$ cat config.mk
export PLATFORM = sky130hd
export DESIGN_NAME = sef_top
export DESIGN_NICKNAME = d
export VERILOG_FILES = /design/src/shared/sef_pkg.sv /design/src/sef_abs_diff.sv /design/src/sef_top.sv
export SDC_FILE = /design/constraint.sdc
export NUM_CORES = 1
export LEC_CHECK = 0
export BUFFER_PORTS_ARGS = -buffer_cell sky130_fd_sc_hd__buf_2
export CAP_MARGIN = 0
export CORE_MARGIN = 2
export CORE_UTILIZATION = 58
export DETAILED_ROUTE_END_ITERATION = 16
export PLACE_DENSITY = 0.8
export SYNTH_ARGS = -nofsm -noshare
export SYNTH_HDL_FRONTEND = slang
export SYNTH_SLANG_ARGS = --single-unit
$ cat constraint.sdc
create_clock -name core_clk_in -period 12.26 [get_ports core_clk_in]
set_input_delay 1.839 -clock core_clk_in [delete_from_list [all_inputs] [get_ports core_clk_in]]
set_output_delay 1.839 -clock core_clk_in [all_outputs]
set_load 0.05 [all_outputs]
$ cat src/shared/sef_pkg.sv
// Purpose: Constants and carrier types for the servo enable and following-error block
// Assumes: One 50 MHz clock, step/dir/enable inputs already synchronous
// Notes: Functional notes follow
// Functional notes
// - Software enable mode, enable high: drive active, step and direction executed except on cycles where a step test moves the setpoint.
// - Software enable mode, enable low: steps ignored, output relay opened.
// - Always-enabled mode ignores enable input, drive stays active.
// - A held setting, loaded from the config link, picks the enable mode.
// - Deviation above limit raises tracking error output, fault indicator, motor off.
// - Following-error limit is a stored value 0 to 32767; above 10 only advised.
// - Tracking error stays latched until reset button or power removal.
// - Step test moves programmed count 1 to 32767; optional alternating direction.
// - Recorded step test captures programmed sample count 1 to 32767.
// - On request the present encoder position is returned.
// - Each step pulse advances setpoint by multiplier 1 to 50, default 1.
package sef_pkg;
    localparam int POS_W = 32;
    localparam logic [14:0] LIMIT_RST = 15'h7FFF;
    localparam logic [5:0] MULT_RST = 6'h01;
    localparam logic [5:0] MULT_MAX = 6'h32;
    localparam logic [14:0] COUNT_MIN = 15'h0001;
    localparam logic [15:0] SAMPLE_DIV = 16'h01F4;

    typedef struct packed {
        logic cfg_load;
        logic always_en;
        logic [14:0] err_limit;
        logic [5:0] step_mult;
        logic [14:0] test_steps;
        logic [14:0] test_samples;
        logic alt_dir;
    } sef_cfg_t;

    typedef struct packed {
        logic step;
        logic dir;
        logic enable;
    } sef_cmd_t;

    typedef enum logic [1:0] {
        SEF_IDLE,
        SEF_MOVE,
        SEF_DONE
    } sef_test_state_t;
endpackage

$ cat src/sef_abs_diff.sv
// Purpose: Absolute value of setpoint minus position
// Assumes: Signed two's complement positions
// Notes: Pure combinational
`timescale 1ns/100ps
module sef_abs_diff (
    input wire logic signed [sef_pkg::POS_W-1:0] a_in,
    input wire logic signed [sef_pkg::POS_W-1:0] b_in,
    output logic [sef_pkg::POS_W-1:0] mag_out
);
    logic signed [sef_pkg::POS_W-1:0] diff;
    always_comb begin
        diff = a_in - b_in;
        mag_out = diff[sef_pkg::POS_W-1] ? sef_pkg::POS_W'(-diff) : diff;
    end
endmodule

$ cat src/sef_top.sv
// Purpose: Enable gating, step setpoint, following-error latch, step test, capture
// Assumes: Config values arrive on ports with a load strobe from the config link
// Notes: Samples are taken every SAMPLE_DIV cycles during a recorded test
`timescale 1ns/100ps
module sef_top (
    input wire logic core_clk_in,
    input wire logic rst_in,
    input wire sef_pkg::sef_cmd_t cmd_in,
    input wire sef_pkg::sef_cfg_t cfg_in,
    input wire logic signed [sef_pkg::POS_W-1:0] enc_pos_in,
    input wire logic test_start_in,
    input wire logic test_record_in,
    input wire logic pos_req_in,
    output logic active_out,
    output logic relay_closed_out,
    output logic track_err_out,
    output logic fault_indicator_out,
    output logic signed [sef_pkg::POS_W-1:0] setpoint_out,
    output logic signed [sef_pkg::POS_W-1:0] pos_data_out,
    output logic pos_valid_out,
    output logic signed [sef_pkg::POS_W-1:0] sample_data_out,
    output logic sample_valid_out,
    output logic test_busy_out
);
    // ****************************************
    // State
    // ****************************************
    typedef struct packed {
        logic always_en;
        logic [14:0] err_limit;
        logic [5:0] step_mult;
        logic [14:0] test_steps;
        logic [14:0] test_samples;
        logic alt_dir;
        logic step_prev;
        logic active;
        logic track_err;
        logic signed [sef_pkg::POS_W-1:0] setpoint;
        logic signed [sef_pkg::POS_W-1:0] pos_data;
        logic pos_valid;
        logic signed [sef_pkg::POS_W-1:0] sample_data;
        logic sample_valid;
        sef_pkg::sef_test_state_t tstate;
        logic [14:0] steps_left;
        logic [14:0] samples_left;
        logic [15:0] div_cnt;
        logic recording;
        logic test_dir;
        logic busy;
    } sef_state_t;

    sef_state_t state_reg;
    sef_state_t state_next;
    logic [sef_pkg::POS_W-1:0] err_mag;

    sef_abs_diff u_abs (
        .a_in(state_reg.setpoint),
        .b_in(enc_pos_in),
        .mag_out(err_mag)
    );

    // ****************************************
    // Next state
    // ****************************************
    always_comb begin
        state_next = state_reg;
        state_next.pos_valid = 1'b0;
        state_next.sample_valid = 1'b0;
        state_next.step_prev = cmd_in.step;
        if (cfg_in.cfg_load) begin
            state_next.always_en = cfg_in.always_en;
            state_next.err_limit = cfg_in.err_limit;
            state_next.step_mult = (cfg_in.step_mult == 6'h00) ? sef_pkg::MULT_RST :
                ((cfg_in.step_mult > sef_pkg::MULT_MAX) ? sef_pkg::MULT_MAX : cfg_in.step_mult);
            state_next.test_steps = (cfg_in.test_steps == 15'h0000) ? sef_pkg::COUNT_MIN :
                cfg_in.test_steps;
            state_next.test_samples = (cfg_in.test_samples == 15'h0000) ? sef_pkg::COUNT_MIN :
                cfg_in.test_samples;
            state_next.alt_dir = cfg_in.alt_dir;
        end
        // Latched until reset; a new fault outranks the enable for the next active value
        if (err_mag > {17'h00000, state_reg.err_limit}) begin
            state_next.track_err = 1'b1;
        end
        state_next.active = (state_reg.always_en || cmd_in.enable) &&
            !state_next.track_err;
        if (state_reg.active && cmd_in.step && !state_reg.step_prev) begin
            if (cmd_in.dir) begin
                state_next.setpoint = state_reg.setpoint -
                    $signed({26'h0000000, state_reg.step_mult});
            end else begin
                state_next.setpoint = state_reg.setpoint +
                    $signed({26'h0000000, state_reg.step_mult});
            end
        end
        if (pos_req_in) begin
            state_next.pos_data = enc_pos_in;
            state_next.pos_valid = 1'b1;
        end
        case (state_reg.tstate)
            sef_pkg::SEF_IDLE: begin
                if (test_start_in && state_reg.active) begin
                    state_next.tstate = sef_pkg::SEF_MOVE;
                    state_next.steps_left = state_reg.test_steps;
                    state_next.samples_left = state_reg.test_samples;
                    state_next.recording = test_record_in;
                    state_next.div_cnt = 16'h0000;
                end
            end
            sef_pkg::SEF_MOVE: begin
                if (!state_reg.active) begin
                    state_next.tstate = sef_pkg::SEF_DONE;
                end else begin
                    if (state_reg.steps_left != 15'h0000) begin
                        state_next.steps_left = state_reg.steps_left - 15'h0001;
                        state_next.setpoint = state_reg.test_dir ?
                            state_reg.setpoint - 32'sh00000001 : state_reg.setpoint + 32'sh00000001;
                    end
                    if (state_reg.recording && state_reg.samples_left != 15'h0000) begin
                        if (state_reg.div_cnt == 16'h0000) begin
                            state_next.sample_data = enc_pos_in;
                            state_next.sample_valid = 1'b1;
                            state_next.samples_left = state_reg.samples_left - 15'h0001;
                            state_next.div_cnt = sef_pkg::SAMPLE_DIV - 16'h0001;
                        end else begin
                            state_next.div_cnt = state_reg.div_cnt - 16'h0001;
                        end
                    end
                    if (state_reg.steps_left == 15'h0000 &&
                        (!state_reg.recording || state_reg.samples_left == 15'h0000)) begin
                        state_next.tstate = sef_pkg::SEF_DONE;
                    end
                end
            end
            sef_pkg::SEF_DONE: begin
                if (state_reg.alt_dir) begin
                    state_next.test_dir = !state_reg.test_dir;
                end
                state_next.tstate = sef_pkg::SEF_IDLE;
            end
            default: begin
                state_next.tstate = sef_pkg::SEF_IDLE;
            end
        endcase
        // Busy is registered so the output comes straight from a flip-flop
        state_next.busy = (state_next.tstate != sef_pkg::SEF_IDLE);
    end

    // ****************************************
    // Registers
    // ****************************************
    always_ff @(posedge core_clk_in or posedge rst_in) begin
        if (rst_in) begin
            state_reg <= '0;
            state_reg.err_limit <= sef_pkg::LIMIT_RST;
            state_reg.step_mult <= sef_pkg::MULT_RST;
            state_reg.test_steps <= sef_pkg::COUNT_MIN;
            state_reg.test_samples <= sef_pkg::COUNT_MIN;
            state_reg.tstate <= sef_pkg::SEF_IDLE;
        end else begin
            state_reg <= state_next;
        end
    end

    assign active_out = state_reg.active;
    assign relay_closed_out = state_reg.active;
    assign track_err_out = state_reg.track_err;
    assign fault_indicator_out = state_reg.track_err;
    assign setpoint_out = state_reg.setpoint;
    assign pos_data_out = state_reg.pos_data;
    assign pos_valid_out = state_reg.pos_valid;
    assign sample_data_out = state_reg.sample_data;
    assign sample_valid_out = state_reg.sample_valid;
    assign test_busy_out = state_reg.busy;
endmodule

==> metrics <==
status complete, no violations; largest net degree at the start of global routing 131; Post-DRT Antenna Nets 0; most frequent cell after synthesis dfrtp_1; power share of the combinational group 17.6%; Lkg Pwr between 8 and 9 nW; GRT Util Overall about 27%; Avg Cell Area, Syn 9.031 sq um; Area contributors post-synth dfrtp_1 29%, ha_1 8.8%, mux2_2 7.0%, buf_4 4.6%, a21oi_1 4.5%; Reg power frac 42.0%; dpl hpwl between 20000 and 30000 um; met2 usage 46.29%; max reg flops approximately 100; Main synth FF type dfrtp_1; internal power roughly 1.2 mW; Req. time, crit path about 13000 ps; Yosys top cell area share 29.21%; FMAX 0.1435 GHz; met3 Use GR under 10%; Gate Count Post-Synth 1774; post_cts resized 0; RSZ-0062 raised after global routing false; Via density 6.165; worst reg2reg endpoint fault_indicator_out$_DFF_PP0_; Final Hold Viols 0; Post-synth top cells 187 x dfrtp_1, 145 x a21oi_1, 140 x o21ai_0; mapped cell area 16020 sq um; max_cap viols 0; Clock Latency Late Sink 540 ps; hold path start state_reg[168]$_DFFE_PP1P_; Post-CTS Hold Buffers 0; flops & latches, synth 205; vias in the first global route 13255; part of the Yosys area used for sequential elements 32.16%; global-route wire length before repair 65610 um; CP max FO 10; CP Launch Type input pin; Core ar. between 20000 and 30000 sq um; worst reg-to-reg path cell count 23; DR pass1 iterations 6; R2R setup slack 6110 ps; Iter 0 DRT Violations 1270; worst setup slack after layout about 5300 ps; H-tree depth 1; # setup viols final 0; CTS Buf Count 23; Routed WL 40240 um; hold endpoint state_reg[168]$_DFFE_PP1P_; die area 28970 sq um; Syn. warnings 0; Final Cycle Share a little under three fifths; WL/cell 18.28 um; Max transition margin 33.40%; Port Buf Inserts 196; CTS tree done; Finished Cell Area between 15000 and 20000 sq um; Bufs on Longest Clock Path 3; I/O Pins 197; Final Critical Period 6967 ps; crit path kind in -> reg; DIE WIDTH 170.2 um; worst slew pin tran 995.3 ps; clock skew roughly 19 ps; Clock power frac 40.4%; Area Overhead vs Synth 7.412%; setup TNS 0 ps; post-layout util about 64%; Crit. End Element flip-flop; met1 GRT Util a little over a third; Remaining DRCs 0; busiest layer in global routing met2; Setup WS pre-CTS about 4700 ps; worst hold-check path type reg -> reg; EDFF count, synth 0; fin. max-slew vios 0; gpl congestion between 0.9 and 1; Sw Share 28.77%; CTS sink cnt 205; net switching power figure 0.4966 mW; Yosys top cell by area dfrtp_1; WP data arrival 7370 ps; reg2reg start setpoint_out[1]$_DFF_PP0_; CTS clk-pin slew, worst paths approximately 60 ps; fin nets 2053; Rows 60; Worst VDD drop 0.08252 mV; die height around 170 um; initial core utilization between 50% and 60%; initial antenna violation count 3; post-CTS setup repair buffer count 0; Synth cell types 108; fraction of registers with async set/reset 100.0%; clock root cell clkbuf_16; post-synth net total 1984; share of cells above drive strength 1 22.59%; total power approximately 1.7 mW; filler cell count 2214; grt ovf 0; Power Dens Cells roughly 100 nW/um^2; WHS Path Cells 2; Area after DPL ~16000 sq um; via count 13570
how the worst max path moves through the flow:
stage	start	endpoint	slack [ps]	cells after the start
finish	enc_pos_in[1]	fault_indicator_out$_DFF_PP0_	5290	25
CTS	enc_pos_in[16]	fault_indicator_out$_DFF_PP0_	5290	25
global route	enc_pos_in[16]	fault_indicator_out$_DFF_PP0_	4870	25
floorplan	rst_in	active_out$_DFF_PP0_	4860	1
detailed placement	enc_pos_in[1]	fault_indicator_out$_DFF_PP0_	4730	25
global placement	enc_pos_in[1]	fault_indicator_out$_DFF_PP0_	4950	25
power groups by stage:
stage | Combinational [mW] | Clock (mW) | Sequential [mW]
3_5_place_dp | 0.301 | 0 | 0.736
3_3_place_gp | 0.293 | 0 | 0.735
2_1_floorplan | 0.243 | 0 | 0.731
6_report | 0.304 | 0.696 | 0.725
4_1_cts | 0.303 | 0.705 | 0.725
5_1_grt | 0.334 | 0.733 | 0.728
area by class of cell:
class / instances / area (sq um) / area share [%]
well taps: 341 / 426.7 / 2.479
inverters: 88 / 337.8 / 1.963
clock inverters: 11 / 113.9 / 0.6617
multi-input cells: 1318 / 9479 / 55.09
clock buffers: 30 / 631.9 / 3.672
flip-flops and latches: 205 / 5152 / 29.94
repair buffers: 207 / 1064 / 6.180
diodes: 1 / 2.502 / 0.01454
placed cells by master (no fill, tap or decap), types with 9 or more instances in the layout:
| cell | instances |
|---|---|
| mux2i_1 | 12 |
| or2_2 | 9 |
| and3_1 | 14 |
| dfrtp_1 | 187 |
| nor3_1 | 43 |
| a211oi_1 | 29 |
| a22oi_1 | 16 |
| dfstp_2 | 18 |
| nor2b_1 | 11 |
| and2_1 | 17 |
| inv_1 | 87 |
| a211o_1 | 9 |
| nand4_1 | 10 |
| nand2b_1 | 20 |
| o21a_1 | 17 |
| o21bai_1 | 10 |
| buf_2 | 196 |
| ha_1 | 113 |
| nor2_1 | 124 |
| o211ai_1 | 16 |
| xor2_1 | 37 |
| nor4_1 | 18 |
| o21ai_0 | 140 |
| nand3_1 | 23 |
| a21o_1 | 51 |
| xnor2_1 | 52 |
| buf_4 | 11 |
| a21oi_1 | 145 |
| or3_1 | 13 |
| a31oi_1 | 18 |
| nand2_1 | 97 |
| clkbuf_16 | 23 |
| mux2_2 | 99 |
layer usage:
metal	vias up	wire length, um	part of all wire (%)
met3	94	2103	5.2
met1	6516	17880	44
met2	430	18840	47
li1	6526	-	-
met5	-	27	0.067
met4	4	1389	3.5
cell families (layout without fill, tap and decap cells):
kind of cell    after synthesis  count (layout)  share of synthesized area [%]
xor+xnor                     92              92                          5.241
compound gates              552             552                          22.45
mux                         111             111                          7.709
simple gates                447             447                          14.47
fa+ha+maj                   116             116                          9.200
flops                       205             205                          32.16
other cells                   0               1                              0
buf+inv                     251             336                          8.763
worst max-delay path, stage by stage:
cell and delay, ps:
buf_2 110, inv_1 70, ha_1 280, nor2b_2 190
o2111ai_1 270, and4b_4 310, o21ai_4 100, o21a_1 230
a31oi_1 310, xor2_1 690, nor2_1 160, xor2_1 190
ha_1 310, a21o_1 160, a21o_1 160, a21oi_1 130
nor2b_1 60, o21ai_0 160, nand2b_1 70, a221o_1 350
a21oi_1 170, o21a_1 150, o2111ai_1 90, or4b_1 500
or3_1 330
stage by stage:
stage | hold slack [ps] | instances
after floorplan | 434.8 | 1774
after global placement | 475.9 | 2159
after detailed placement | 488.1 | 2159
after CTS | 492.5 | 2200
after global routing | 510.5 | 2201
final | 495.1 | 2201
No activity file was read; power rests on OpenSTA's default activity.
